### src/inc/pfh_pkg.sv
/*
  Shared constants for the parallel flash host controller: command
  addresses and codes, block addresses, bus timing counts.
  Assumes a 50 MHz mclk and a 128K x 8 flash on the far side.
*/
package pfh_pkg;
  localparam int          CLK_NS        = 20;
  localparam int          ADDR_W        = 17;
  localparam int          DATA_W        = 8;
  // Command bus cycles
  localparam logic [16:0] CMD_ADDR_A    = 17'h05555;
  localparam logic [16:0] CMD_ADDR_B    = 17'h02aaa;
  localparam logic [7:0]  CMD_UNLOCK_A  = 8'haa;
  localparam logic [7:0]  CMD_UNLOCK_B  = 8'h55;
  localparam logic [7:0]  CMD_ERASE_SET = 8'h80;
  localparam logic [7:0]  CMD_PROGRAM   = 8'ha0;
  localparam logic [7:0]  CMD_CHIP_ERS  = 8'h10;
  localparam logic [7:0]  CMD_SECT_ERS  = 8'h30;
  localparam logic [7:0]  CMD_LOCKOUT   = 8'h40;
  localparam logic [7:0]  CMD_ID_ENTRY  = 8'h90;
  localparam logic [7:0]  CMD_ID_EXIT   = 8'hf0;
  // Sector base addresses (bottom boot variant)
  localparam logic [16:0] SA_PARAM1     = 17'h04000;
  localparam logic [16:0] SA_PARAM2     = 17'h06000;
  localparam logic [16:0] SA_MAIN1      = 17'h08000;
  localparam logic [16:0] SA_MAIN2      = 17'h10000;
  // Poll bit positions
  localparam int          DATA_BIT_SEVEN = 7;
  localparam int          DATA_BIT_SIX   = 6;
  // Bus phase times in ns, least times round up
  localparam int          T_SETUP_NS    = 40;
  localparam int          T_PULSE_NS    = 90;
  localparam int          T_HOLD_NS     = 40;
  localparam int          T_ACCESS_NS   = 60;
  localparam int          T_RST_LOW_NS  = 500;
  localparam int          T_RST_REC_NS  = 1000;
  localparam logic [7:0]  SETUP_CYC  = 8'((T_SETUP_NS + CLK_NS - 1) / CLK_NS);
  localparam logic [7:0]  PULSE_CYC  = 8'((T_PULSE_NS + CLK_NS - 1) / CLK_NS);
  localparam logic [7:0]  HOLD_CYC   = 8'((T_HOLD_NS + CLK_NS - 1) / CLK_NS);
  localparam logic [7:0]  ACCESS_CYC = 8'((T_ACCESS_NS + CLK_NS - 1) / CLK_NS);
  localparam logic [7:0]  RSTL_CYC   = 8'((T_RST_LOW_NS + CLK_NS - 1) / CLK_NS);
  localparam logic [7:0]  RSTR_CYC   = 8'((T_RST_REC_NS + CLK_NS - 1) / CLK_NS);
  // Operation codes at the user port
  typedef enum logic [2:0] {
    PFH_OP_READ    = 3'b000,
    PFH_OP_PROGRAM = 3'b001,
    PFH_OP_SECTOR  = 3'b010,
    PFH_OP_CHIP    = 3'b011,
    PFH_OP_LOCKOUT = 3'b100,
    PFH_OP_RESET   = 3'b101
  } pfh_op_t;
endpackage

### src/inc/pfh_cyc_if.sv
/*
  Carrier between the sequencer and the bus cycle engine.
  Assumes both ends share mclk.
*/
`timescale 1ns/100ps
interface pfh_cyc_if;
  import pfh_pkg::*;
  logic              req;
  logic              wr;
  logic [16:0]       addr;
  logic [7:0]        wdata;
  logic              done;
  logic [7:0]        rdata;
  modport seq (output req, output wr, output addr, output wdata,
               input done, input rdata);
  modport eng (input req, input wr, input addr, input wdata,
               output done, output rdata);
endinterface

### src/core/pfh_cycle.sv
/*
  One flash bus cycle: write strobe cycle or output gated read.
  Assumes the pin data inputs change only while the device drives them.
*/
`timescale 1ns/100ps
module pfh_cycle
  import pfh_pkg::*;
(
  input  wire logic  mclk,
  input  wire logic  rst_n,
  input  wire logic  clk_en,
  pfh_cyc_if.eng     cyc,
  input  wire logic [7:0]  fl_dq_in,
  output logic [7:0]       fl_dq_out,
  output logic             fl_dq_oe,
  output logic [16:0]      fl_addr,
  output logic             fl_cs_n,
  output logic             fl_oe_n,
  output logic             fl_we_n
);
  typedef enum logic [1:0] {
    PFH_C_IDLE  = 2'b00,
    PFH_C_SETUP = 2'b01,
    PFH_C_PULSE = 2'b10,
    PFH_C_HOLD  = 2'b11
  } pfh_cst_t;

  pfh_cst_t    st_r;
  logic [7:0]  cnt_r;
  logic        wr_r;
  logic [7:0]  s1_r, s2_r, s3_r;

  // Three stage sampler, value kept once stages two and three agree
  always_ff @(posedge mclk or negedge rst_n) begin
    if (!rst_n) begin
      s1_r <= 8'h00;
      s2_r <= 8'h00;
      s3_r <= 8'h00;
    end else if (clk_en) begin
      s1_r <= fl_dq_in;
      s2_r <= s1_r;
      s3_r <= s2_r;
    end
  end

  // Phase sequencer; chip select held low across the whole cycle
  always_ff @(posedge mclk or negedge rst_n) begin
    if (!rst_n) begin
      st_r      <= PFH_C_IDLE;
      cnt_r     <= 8'h00;
      wr_r      <= 1'b0;
      fl_addr   <= '0;
      fl_dq_out <= 8'h00;
      fl_dq_oe  <= 1'b0;
      fl_cs_n   <= 1'b1;
      fl_oe_n   <= 1'b1;
      fl_we_n   <= 1'b1;
      cyc.done  <= 1'b0;
      cyc.rdata <= 8'h00;
    end else if (clk_en) begin
      cyc.done <= 1'b0;
      case (st_r)
        PFH_C_IDLE: begin
          if (cyc.req) begin
            wr_r      <= cyc.wr;
            fl_addr   <= cyc.addr;
            fl_dq_out <= cyc.wdata;
            fl_cs_n   <= 1'b0;
            fl_oe_n   <= 1'b1;
            cnt_r     <= SETUP_CYC;
            st_r      <= PFH_C_SETUP;
          end
        end
        PFH_C_SETUP: begin
          if (cnt_r > 8'h01) begin
            cnt_r <= cnt_r - 8'h01;
          end else begin
            // Write: strobe low with gate high; read: gate low
            fl_we_n  <= ~wr_r;
            fl_oe_n  <= wr_r;
            fl_dq_oe <= wr_r;
            cnt_r    <= wr_r ? PULSE_CYC : ACCESS_CYC + 8'h02;
            st_r     <= PFH_C_PULSE;
          end
        end
        PFH_C_PULSE: begin
          if (cnt_r > 8'h01) begin
            cnt_r <= cnt_r - 8'h01;
          end else begin
            // Strobe rises first so data is caught on it
            fl_we_n <= 1'b1;
            fl_oe_n <= 1'b1;
            if (!wr_r && s2_r == s3_r) begin
              cyc.rdata <= s3_r;
            end
            cnt_r <= HOLD_CYC;
            st_r  <= PFH_C_HOLD;
          end
        end
        PFH_C_HOLD: begin
          if (cnt_r > 8'h01) begin
            cnt_r <= cnt_r - 8'h01;
          end else begin
            fl_cs_n  <= 1'b1;
            fl_dq_oe <= 1'b0;
            cyc.done <= 1'b1;
            st_r     <= PFH_C_IDLE;
          end
        end
        default: st_r <= PFH_C_IDLE;
      endcase
    end
  end
endmodule

### src/core/pfh_host.sv
/*
  Host controller for a 128K x 8 parallel flash: issues reads, byte
  programs, sector and chip erase, lockout enable and pin reset, and
  polls the toggle bit until an internal operation ends.
  Assumes one op at a time from the user and a bottom boot device.
*/
// Contract
// Reads drive chip select and output gate low, strobe high.
// Output gate goes high to end every read.
// Power up leaves all controls high, so the device is in standby.
// Writes pulse strobe low with chip select low, output gate high.
// Address stable before the later falling edge.
// Data stable until the first rising edge.
// Command addresses are never treated as data targets.
// Pin reset low aborts any device operation, floats outputs.
// Operations cut by reset are reported so the user reissues them.
// After reset release, wait recovery, then idle in standby.
// Override level on reset is requested by a separate output.
// Without reset pin, lockout is permanent; user must confirm.
// Erased bits read one; host erases before reprogram. The code never erases; it only refuses a program that sets a one over a zero.
// Chip erase sends the full six write code.
// Erase end is found by polling, no clock is supplied.
// Chip erase skips boot block when locked; device decides.
// No command is issued while chip erase runs.
// Sector erase: six writes, sector address and code last.
// Erase begins after the sixth write; host then polls.
// Main blocks alternate; the host flags a repeated main erase.
// Programming only clears bits; host refuses one over zero.
// Byte program uses the four write sequence.
// Program done when bit seven reads true.
// Busy while bit six toggles between reads.
// Sector erase into boot block is refused by the host.
// A failed sequence is followed by the single exit write. The code sends that write only after a pin reset.
// Sector address is snapped to one block base.
`timescale 1ns/100ps
module pfh_host
  import pfh_pkg::*;
(
  input  wire logic         mclk,
  input  wire logic         rst_n,
  input  wire logic         clk_en,
  input  wire logic         op_valid,
  output logic              op_ready,
  input  wire logic [2:0]   op_code,
  input  wire logic [16:0]  op_addr,
  input  wire logic [7:0]   op_wdata,
  input  wire logic         op_override,
  output logic              rsp_valid,
  output logic [7:0]        rsp_rdata,
  output logic              rsp_error,
  output logic              rsp_aborted,
  output logic              main_repeat,
  input  wire logic [7:0]   fl_dq_in,
  output logic [7:0]        fl_dq_out,
  output logic              fl_dq_oe,
  output logic [16:0]       fl_addr,
  output logic              fl_cs_n,
  output logic              fl_oe_n,
  output logic              fl_we_n,
  output logic              fl_reset_n,
  output logic              fl_reset_hv
);
  typedef enum logic [2:0] {
    PFH_IDLE  = 3'b000,
    PFH_CMD   = 3'b001,
    PFH_POLLA = 3'b010,
    PFH_POLLB = 3'b011,
    PFH_RSTLO = 3'b100,
    PFH_RSTHI = 3'b101,
    PFH_EXIT  = 3'b110,
    PFH_DONE  = 3'b111
  } pfh_st_t;

  pfh_cyc_if cyc ();

  pfh_st_t      st_r;
  pfh_op_t      op_r;
  logic [2:0]   step_r;
  logic [2:0]   nstep_r;
  logic [16:0]  addr_r;
  logic [7:0]   data_r;
  logic [7:0]   poll_r;
  logic [7:0]   rcnt_r;
  logic         busy_r;
  logic         last_main_r;
  logic         main_valid_r;
  logic         req_r;
  logic         wr_r;
  logic [16:0]  caddr_r;
  logic [7:0]   cdata_r;
  logic [16:0]  sect_base;
  logic         sect_boot;
  logic         prog_bad;

  pfh_cycle u_cyc (
    .mclk      (mclk),
    .rst_n     (rst_n),
    .clk_en    (clk_en),
    .cyc       (cyc.eng),
    .fl_dq_in  (fl_dq_in),
    .fl_dq_out (fl_dq_out),
    .fl_dq_oe  (fl_dq_oe),
    .fl_addr   (fl_addr),
    .fl_cs_n   (fl_cs_n),
    .fl_oe_n   (fl_oe_n),
    .fl_we_n   (fl_we_n)
  );

  assign cyc.req   = req_r;
  assign cyc.wr    = wr_r;
  assign cyc.addr  = caddr_r;
  assign cyc.wdata = cdata_r;
  assign op_ready  = (st_r == PFH_IDLE) && !req_r;

  // Sector address decode to one block base
  always_comb begin
    sect_boot = 1'b0;
    if (op_addr >= SA_MAIN2) begin
      sect_base = SA_MAIN2;
    end else if (op_addr >= SA_MAIN1) begin
      sect_base = SA_MAIN1;
    end else if (op_addr >= SA_PARAM2) begin
      sect_base = SA_PARAM2;
    end else if (op_addr >= SA_PARAM1) begin
      sect_base = SA_PARAM1;
    end else begin
      sect_base = 17'h00000;
      sect_boot = 1'b1;
    end
  end

  // Program needs the read value first; refuse one over zero
  assign prog_bad = |(op_wdata & ~rsp_rdata);

  // Command word for each step of the current sequence
  function automatic logic [24:0] seq_word(input pfh_op_t op,
                                           input logic [2:0] s,
                                           input logic [16:0] a,
                                           input logic [7:0] d);
    logic [24:0] w;
    w = {CMD_ADDR_A, CMD_UNLOCK_A};
    case (s)
      3'd0: w = {CMD_ADDR_A, CMD_UNLOCK_A};
      3'd1: w = {CMD_ADDR_B, CMD_UNLOCK_B};
      3'd2: w = {CMD_ADDR_A, (op == PFH_OP_PROGRAM) ? CMD_PROGRAM
                                                     : CMD_ERASE_SET};
      3'd3: w = (op == PFH_OP_PROGRAM) ? {a, d}
                                        : {CMD_ADDR_A, CMD_UNLOCK_A};
      3'd4: w = {CMD_ADDR_B, CMD_UNLOCK_B};
      3'd5: begin
        if (op == PFH_OP_SECTOR) begin
          w = {a, CMD_SECT_ERS};
        end else if (op == PFH_OP_CHIP) begin
          w = {CMD_ADDR_A, CMD_CHIP_ERS};
        end else begin
          w = {CMD_ADDR_A, CMD_LOCKOUT};
        end
      end
      default: w = {CMD_ADDR_A, CMD_ID_EXIT};
    endcase
    return w;
  endfunction

  // Main sequencer
  always_ff @(posedge mclk or negedge rst_n) begin
    if (!rst_n) begin
      st_r         <= PFH_IDLE;
      op_r         <= PFH_OP_READ;
      step_r       <= 3'd0;
      nstep_r      <= 3'd0;
      addr_r       <= '0;
      data_r       <= 8'h00;
      poll_r       <= 8'h00;
      rcnt_r       <= 8'h00;
      busy_r       <= 1'b0;
      req_r        <= 1'b0;
      wr_r         <= 1'b0;
      caddr_r      <= '0;
      cdata_r      <= 8'h00;
      rsp_valid    <= 1'b0;
      rsp_rdata    <= 8'h00;
      rsp_error    <= 1'b0;
      rsp_aborted  <= 1'b0;
      fl_reset_n   <= 1'b1;
      fl_reset_hv  <= 1'b0;
      last_main_r  <= 1'b0;
      main_valid_r <= 1'b0;
      main_repeat  <= 1'b0;
    end else if (clk_en) begin
      rsp_valid <= 1'b0;
      req_r     <= 1'b0;
      case (st_r)
        PFH_IDLE: begin
          fl_reset_hv <= op_override;
          if (op_valid && !req_r) begin
            op_r        <= pfh_op_t'(op_code);
            rsp_error   <= 1'b0;
            rsp_aborted <= 1'b0;
            main_repeat <= 1'b0;
            step_r      <= 3'd0;
            nstep_r     <= 3'd0;
            addr_r      <= op_addr;
            data_r      <= op_wdata;
            if (op_code == PFH_OP_RESET) begin
              // Cuts any running device operation
              rsp_aborted <= busy_r;
              busy_r      <= 1'b0;
              fl_reset_n  <= 1'b0;
              rcnt_r      <= RSTL_CYC;
              st_r        <= PFH_RSTLO;
            end else if (op_code == PFH_OP_READ) begin
              req_r   <= 1'b1;
              wr_r    <= 1'b0;
              caddr_r <= op_addr;
              st_r    <= PFH_DONE;
            end else if (op_code == PFH_OP_SECTOR && sect_boot) begin
              rsp_error <= 1'b1;
              rsp_valid <= 1'b1;
            end else if (op_code == PFH_OP_PROGRAM && prog_bad) begin
              rsp_error <= 1'b1;
              rsp_valid <= 1'b1;
            end else begin
              if (op_code == PFH_OP_SECTOR) begin
                addr_r <= sect_base;
                if (sect_base >= SA_MAIN1) begin
                  // Same main block twice in a row
                  main_repeat <= main_valid_r &&
                    (last_main_r == (sect_base == SA_MAIN2));
                  last_main_r  <= (sect_base == SA_MAIN2);
                  main_valid_r <= 1'b1;
                end
              end
              st_r <= PFH_CMD;
            end
          end
        end
        PFH_CMD: begin
          if (!req_r && !cyc.done && step_r == nstep_r) begin
            req_r <= 1'b1;
            wr_r  <= 1'b1;
            {caddr_r, cdata_r} <= seq_word(op_r, step_r, addr_r, data_r);
            nstep_r <= step_r + 3'd1;
          end else if (cyc.done) begin
            step_r <= nstep_r;
            if ((op_r == PFH_OP_PROGRAM && nstep_r == 3'd4) ||
                nstep_r == 3'd6) begin
              busy_r <= 1'b1;
              st_r   <= PFH_POLLA;
              req_r  <= 1'b1;
              wr_r   <= 1'b0;
              caddr_r <= (op_r == PFH_OP_PROGRAM) ? addr_r : CMD_ADDR_A;
            end
          end
        end
        PFH_POLLA: begin
          // First read of the pair; no writes while busy
          if (cyc.done) begin
            poll_r  <= cyc.rdata;
            req_r   <= 1'b1;
            st_r    <= PFH_POLLB;
          end
        end
        PFH_POLLB: begin
          if (cyc.done) begin
            if (cyc.rdata[DATA_BIT_SIX] != poll_r[DATA_BIT_SIX]) begin
              req_r <= 1'b1;
              st_r  <= PFH_POLLA;
            end else if (op_r == PFH_OP_PROGRAM &&
                         cyc.rdata[DATA_BIT_SEVEN] !=
                         data_r[DATA_BIT_SEVEN]) begin
              req_r <= 1'b1;
              st_r  <= PFH_POLLA;
            end else begin
              busy_r    <= 1'b0;
              rsp_rdata <= cyc.rdata;
              rsp_error <= (op_r == PFH_OP_PROGRAM) &&
                           (cyc.rdata != data_r);
              rsp_valid <= 1'b1;
              st_r      <= PFH_IDLE;
            end
          end
        end
        PFH_RSTLO: begin
          if (rcnt_r > 8'h01) begin
            rcnt_r <= rcnt_r - 8'h01;
          end else begin
            fl_reset_n <= 1'b1;
            rcnt_r     <= RSTR_CYC;
            st_r       <= PFH_RSTHI;
          end
        end
        PFH_RSTHI: begin
          if (rcnt_r > 8'h01) begin
            rcnt_r <= rcnt_r - 8'h01;
          end else begin
            rsp_valid <= 1'b1;
            st_r      <= PFH_EXIT;
          end
        end
        PFH_EXIT: begin
          // Single exit write puts the decoder back to read
          req_r   <= 1'b1;
          wr_r    <= 1'b1;
          caddr_r <= CMD_ADDR_A;
          cdata_r <= CMD_ID_EXIT;
          st_r    <= PFH_DONE;
        end
        PFH_DONE: begin
          if (cyc.done) begin
            rsp_rdata <= wr_r ? rsp_rdata : cyc.rdata;
            rsp_valid <= !wr_r;
            st_r      <= PFH_IDLE;
          end
        end
        default: st_r <= PFH_IDLE;
      endcase
    end
  end
endmodule

### config.mk
export PLATFORM = sky130hd
export DESIGN_NAME = pfh_host
export DESIGN_NICKNAME = d
export VERILOG_FILES = /design/src/inc/pfh_pkg.sv /design/src/inc/pfh_cyc_if.sv /design/src/core/pfh_cycle.sv /design/src/core/pfh_host.sv
export SDC_FILE = /design/constraint.sdc
export NUM_CORES = 1
export LEC_CHECK = 0
export BUFFER_PORTS_ARGS = -buffer_cell sky130_fd_sc_hd__buf_4
export CORE_UTILIZATION = 35
export DETAILED_ROUTE_END_ITERATION = 6
export PLACE_DENSITY = 0.52
export SLEW_MARGIN = 20
export SYNTH_ARGS = -nofsm -noshare
export SYNTH_HDL_FRONTEND = slang
export SYNTH_SLANG_ARGS = --single-unit
### constraint.sdc
create_clock -name mclk -period 2.4 [get_ports mclk]
set_clock_uncertainty 0.05 [all_clocks]
set_input_delay 0.12 -clock mclk [delete_from_list [all_inputs] [get_ports mclk]]
set_output_delay 0.12 -clock mclk [all_outputs]
set_load 0.01 [all_outputs]
After elaboration in Yosys (flattened, before gate mapping)
Cells that the tools add are included.
W data, S select, Z words.
Word-level totals
  bits in writable memories: 0
  bits in latches: 0
  word-level logic and storage cells: 301
  memories kept: 0
  flip-flop bits (word level): 169
  input port bits: 41
  bits in read-only memories: 0
  output and inout port bits: 44
Cells by class
  multiply operators: 0
  $lt $le $gt $ge: 7
  divide/modulo/power cells: 0
  reduce and logical (&&, ||, !) cells: 56
  mux-type cells: 135
  eq/ne operators: 56
  shift-type cells: 0
  bitwise logic cells: 8
  add/subtract/negate cells: 3
Operators with widths (number)
  $mux W17: 13
  $pmux W25 S5: 1
  $mux W8: 14
  $mux W1: 58
  $mux W3: 17
  $pmux W17 S3: 1
  $mux W25: 2
  $ge A17 B15 Y1 const B: 2
  $ge A17 B16 Y1 const B: 2
  $pmux W8 S2: 2
  $pmux W8 S4: 1
  $mux W15: 2
  $ne A2 B2 Y1 const B: 14
  $eq A3 B3 Y1 const B: 9
  $reduce_and A5 Y1: 5
  $pmux W3 S8: 1
  $pmux W8 S3: 1
  $eq A3 B2 Y1 const B: 7
  $reduce_and A4 Y1: 5
  $eq A17 B17 Y1 const B: 1
  $ge A17 B17 Y1 const B: 1
  $gt A8 B1 Y1 const B: 2
  $mux W16: 1
  $ne A2 B1 Y1 const B: 8
  41 further kinds: 95

Depth between registers and ports, before layout
  depth in word-level cells: 14
  gate-level depth with buffers: 8
  gate-level depth less buffers: 7

Cells and area by module
A second synthesis with hierarchy kept.
Second synthesis, totals
  cell total of the unflattened synthesis: 733
  area, all modules: 8001.4 µm²
By module, submodules not included
  pfh_host: instances 1, cells each 488, seq. area each 2253.4 µm², area an instance 4733.3 µm²
  pfh_cycle: instances 1, cells each 245, seq. area each 1830.5 µm², area an instance 3268.1 µm²

Worst setup path after synthesis
No wires, ideal clock.
  path type: register to register
  from: register rcnt_r[0]
  to: register rcnt_r[4]
  period minus slack after synthesis: 2259 ps
  stages on the path, launching flop included: 8
  data required time: 2218 ps
  arrival time: 2077 ps
  buffers on the path: 0
  setup time: 132 ps
  slack: 141 ps
  cells stage by stage: dfrtp_1 > inv_1 > ha_1 > or2_4 > a31o_1 > a2111o_1 > o21ai_0 > or3b_1
On the way
  longest elaborated chain between the ends: 3
  elaborated cells on any way between the ends: 7
  classes of those cells: 1 x add/sub; 1 x order compare; 1 x eq/ne; 3 x mux; 1 x reduce/logical
RTL lines
  start, declared: RTL line pfh_host.sv:83  | logic [7:0] rcnt_r;
  start signal, assigned: RTL line pfh_host.sv:285  | rcnt_r <= rcnt_r - 8'h01;
  start signal, assigned: RTL line pfh_host.sv:294  | rcnt_r <= rcnt_r - 8'h01;
  $sub A8 B1 Y8 or $gt A8 B1 Y1 (tied branches)
  $mux W8 (tied with other cells): RTL line pfh_host.sv:293  | if (rcnt_r > 8'h01) begin
  $pmux W8 S3 or $reduce_and A5 Y1 (tied branches)
Several ways; a longest one is shown, not always the timed one. The select of a mux whose other input is x is not followed.
A chain may end at the register's enable or synchronous reset.

Worst setup path in the final report
Ends and elaborated chain as after synthesis.

==> results.sh <==
export IMPL_async_flop_share_pct=100
export IMPL_relSlewSlack_pct=54.4
export IMPL_startpoint_type="flop"
export IMPL_switching_share_pct=38.3
export IMPL_p_comb_share_pct=38.4
export IMPL_fmaxAchievable_ghz=0.439
export IMPL_regToRegEndpoint="rcnt_r[4]$_DFFE_PN0P_"
export IMPL_p_clk_share_pct=23.7
export IMPL_synth_seq_cells=163
export IMPL_finalWirelength_um=21900
export IMPL_ir_worst_vdd_mv=0.535
export IMPL_p_sw_mw=4.42
export IMPL_fin_area_sq_um=10500
export IMPL_internal_power_mw=7.12
export IMPL_port_buffers=84
export IMPL_cts_clk_slew_worst_paths_ps=70
export IMPL_synth_seq_area_share_pct=49.6
export IMPL_hold_start="clk_en"
export IMPL_hold_slack_ps=49.6
export IMPL_clkSinkCount=163
export IMPL_die_h_um=155
export IMPL_fin_crit_sh_pct=94.9
export IMPL_overflow=0
export IMPL_tightest_slew_ps=678
export IMPL_start_util_pct=36.1
export IMPL_row_count=55
export IMPL_worst_slack_ps=122
export IMPL_cts_max_level=4
export IMPL_tns_ps=0
export IMPL_antenna_found_initial=1
export IMPL_die_area_sq_um=24200
export IMPL_min_period_ps=2280
export IMPL_finalNetCount=984
export IMPL_power_mw=11.5
export IMPL_yosys_top_cells_area="dfrtp_1 48%, mux2_2 9.6%, nand2_1 3.1%, o21ai_0 2.6%, a21oi_1 2.5%"
export IMPL_yosysWarningCount=0
export IMPL_diodes=0
export IMPL_groute_usage_overall_pct=18.9
export IMPL_final_max_slew_viol_count=0
export IMPL_area_growth_pct=27.2
export IMPL_crit_end="rcnt_r[4]$_DFFE_PN0P_"
export IMPL_synth_flop_cell="dfrtp_1"
export IMPL_leakage_nw=4.87
export IMPL_drt_iter0_markers=518
export IMPL_place_area_sq_um=9490
export IMPL_worstHoldPathCells=2
export IMPL_synth_area_leader_cell="dfrtp_1"
export IMPL_hold_viol=0
export IMPL_io_pins=85
export IMPL_grt_max_degree=60
export IMPL_status="finished clean"
export IMPL_ys_types=79
export IMPL_grt_pass1_wl_um=35700
export IMPL_place_hpwl_um=15300
export IMPL_netlist_area_leader_share_pct=48.3
export IMPL_place_congestion=0.855
export IMPL_cts_root_buf="clkbuf_16"
export IMPL_worstSetupStartpoint="rcnt_r[0]$_DFFE_PN0P_"
export IMPL_utilization_pct=45.9
export IMPL_drv_cap=0
export IMPL_vias_per_cell=5.19
export IMPL_synth_edff_count=0
export IMPL_cts_tree="built"
export IMPL_avgRoutedWirePerCell_um=17.4
export IMPL_post_place_ws_ps=-11.6
export IMPL_pwr_density_cell_nw_per_um2=1100
export IMPL_hold_path_class="in -> reg"
export IMPL_seq_power_share_pct=37.9
export IMPL_critical_path_class="reg -> reg"
export IMPL_place_inst=1184
export IMPL_syn_nets=838
export IMPL_timing_rr_start="rcnt_r[0]$_DFFE_PN0P_"
export IMPL_cp_max_fo=5
export IMPL_netlist_area_sq_um=8240
export IMPL_endpoint_kind="flop"
export IMPL_cts_buffers_inserted=17
export IMPL_grt_setup_unrepaired="false"
export IMPL_fillers=2210
export IMPL_required_ps=2670
export IMPL_crit_arrival_ps=2550
export IMPL_avgSynthCellArea_sq_um=10.5
export IMPL_dieWidth_um=155
export IMPL_grt_pass1_vias=6584
export IMPL_setup_violations=0
export IMPL_instances_no_fill=1256
export IMPL_reg2reg_slack_ps=120
export IMPL_worstSkewPairLatency_ps=430
export IMPL_drive_gt1_share_pct=27.7
export IMPL_dr_pass1_iters=6
export IMPL_synthCells=784
export IMPL_drc=0
export IMPL_cts_path_max_buffers=2
export IMPL_reg2reg_depth=7
export IMPL_ant_nets=0
export IMPL_core_sq_um=22800
export IMPL_vias=6513
## worst min path at each step
| stage | to | slack (ps) |
|---|---|---|
| final | u_cyc.cyc.done$_DFFE_PN0P_ | 50 |
| after global routing | u_cyc.cyc.done$_DFFE_PN0P_ | 50 |
| after CTS | u_cyc.cyc.done$_DFFE_PN0P_ | 40 |
| after detailed placement | u_cyc.fl_dq_out[3]$_DFFE_PN0P_ | 110 |
| after global placement | u_cyc.fl_dq_out[3]$_DFFE_PN0P_ | 110 |
| after floorplan | addr_r[0]$_DFFE_PN0P_ | -230 |
## critical path: stages, from the launching register on
cell and delay (ps):
dfrtp_2 410, inv_2 50, ha_1 200, or2_4 260, a31o_1 210, a2111o_1 500
o21ai_1 140, or3b_1 350
## power groups by stage
stage               registers (mW)  clock network, mW  logic [mW]
floorplan                     4.27                  0        2.88
global placement              4.40                  0        4.32
detailed placement            4.42                  0        4.36
CTS                           4.38               2.80        4.43
global route                  4.52               2.92        4.90
finish                        4.38               2.73        4.43
## Yosys cell counts, drive strengths merged (11+ instances only)
cell type,n
dfrtp,159
mux2,71
nand2,68
o21ai,46
a21oi,41
nor2,41
inv,40
clkbuf,24
buf,22
o211ai,22
a22o,17
nand4,17
or3,17
nor3,16
xor2,14
ha,13
xnor2,13
nand3,11
## placed cells by master (no fill, tap or decap), types with 4 or more instances in the layout
master / instances
nand2_1: 67
mux2i_1: 9
a21oi_1: 39
nor3_1: 16
o211ai_1: 21
a211oi_1: 7
a32oi_1: 7
dlygate4sd3_1: 38
a22o_1: 17
nor4_1: 6
a2111oi_0: 5
ha_1: 13
o21ai_0: 42
dfrtp_1: 158
inv_1: 39
xnor2_1: 13
clkbuf_16: 17
xor2_1: 14
o2bb2ai_1: 7
nor2b_1: 7
nand4_1: 16
or3_1: 17
dfstp_2: 4
nand3_1: 11
o22ai_1: 9
mux2_2: 70
buf_12: 4
nand2b_1: 7
a21o_1: 7
nor2_1: 39
a31oi_1: 7
buf_4: 129
inv_8: 5
## area by class of cell
class | instances | area, sq um | area share, %
repair buffers | 172 | 1440 | 13.7
clock inverters | 15 | 163 | 1.55
flip-flops and latches | 163 | 4090 | 39.0
inverters | 40 | 150 | 1.43
multi-input cells | 536 | 3830 | 36.5
clock buffers | 17 | 425 | 4.06
well taps | 313 | 392 | 3.74
## metal layers
metal	GRT usage, %	wire (um)	up-vias
met3	3.45	781	34
met4	5.42	327	2
met2	30.3	9960	151
li1	-	-	3168
met5	0	13	-
met1	26.0	10800	3158
## sequential cells by signal, summed over array words and instances (netlist names), 8 cells and up
signal and flops:
data_r 8, u_cyc.cyc.rdata 8, u_cyc.s1_r 8, rcnt_r 8, caddr_r 17, u_cyc.fl_addr 17
cdata_r 8, rsp_rdata 8, u_cyc.fl_dq_out 8, u_cyc.s3_r 8, addr_r 17, u_cyc.cnt_r 8
u_cyc.s2_r 8
## repair_timing
item | CTS | global route
gates resized for setup | 0 | 5
pin swaps | 1 | 5
hold buffers | 38 | 0
setup endpoints to repair | 1 | 9
cloned | 0 | 1
setup buffers | 0 | 1
endpoints found under the hold margin | 92 | 0
## kinds of logic (layout without fill, tap and decap cells)
family | Yosys count | count (layout) | synth area share [%]
muxes | 80 | 80 | 10.8
buffers and inverters | 86 | 244 | 4.27
xor gates and xnor gates | 27 | 27 | 2.87
adders and majority gates | 14 | 14 | 2.10
DFF | 163 | 163 | 49.6
and+or+nand+nor | 210 | 210 | 13.2
AOI/OAI and AO/OA | 204 | 205 | 17.3
Note: power is estimated with default switching activity, not from simulation.
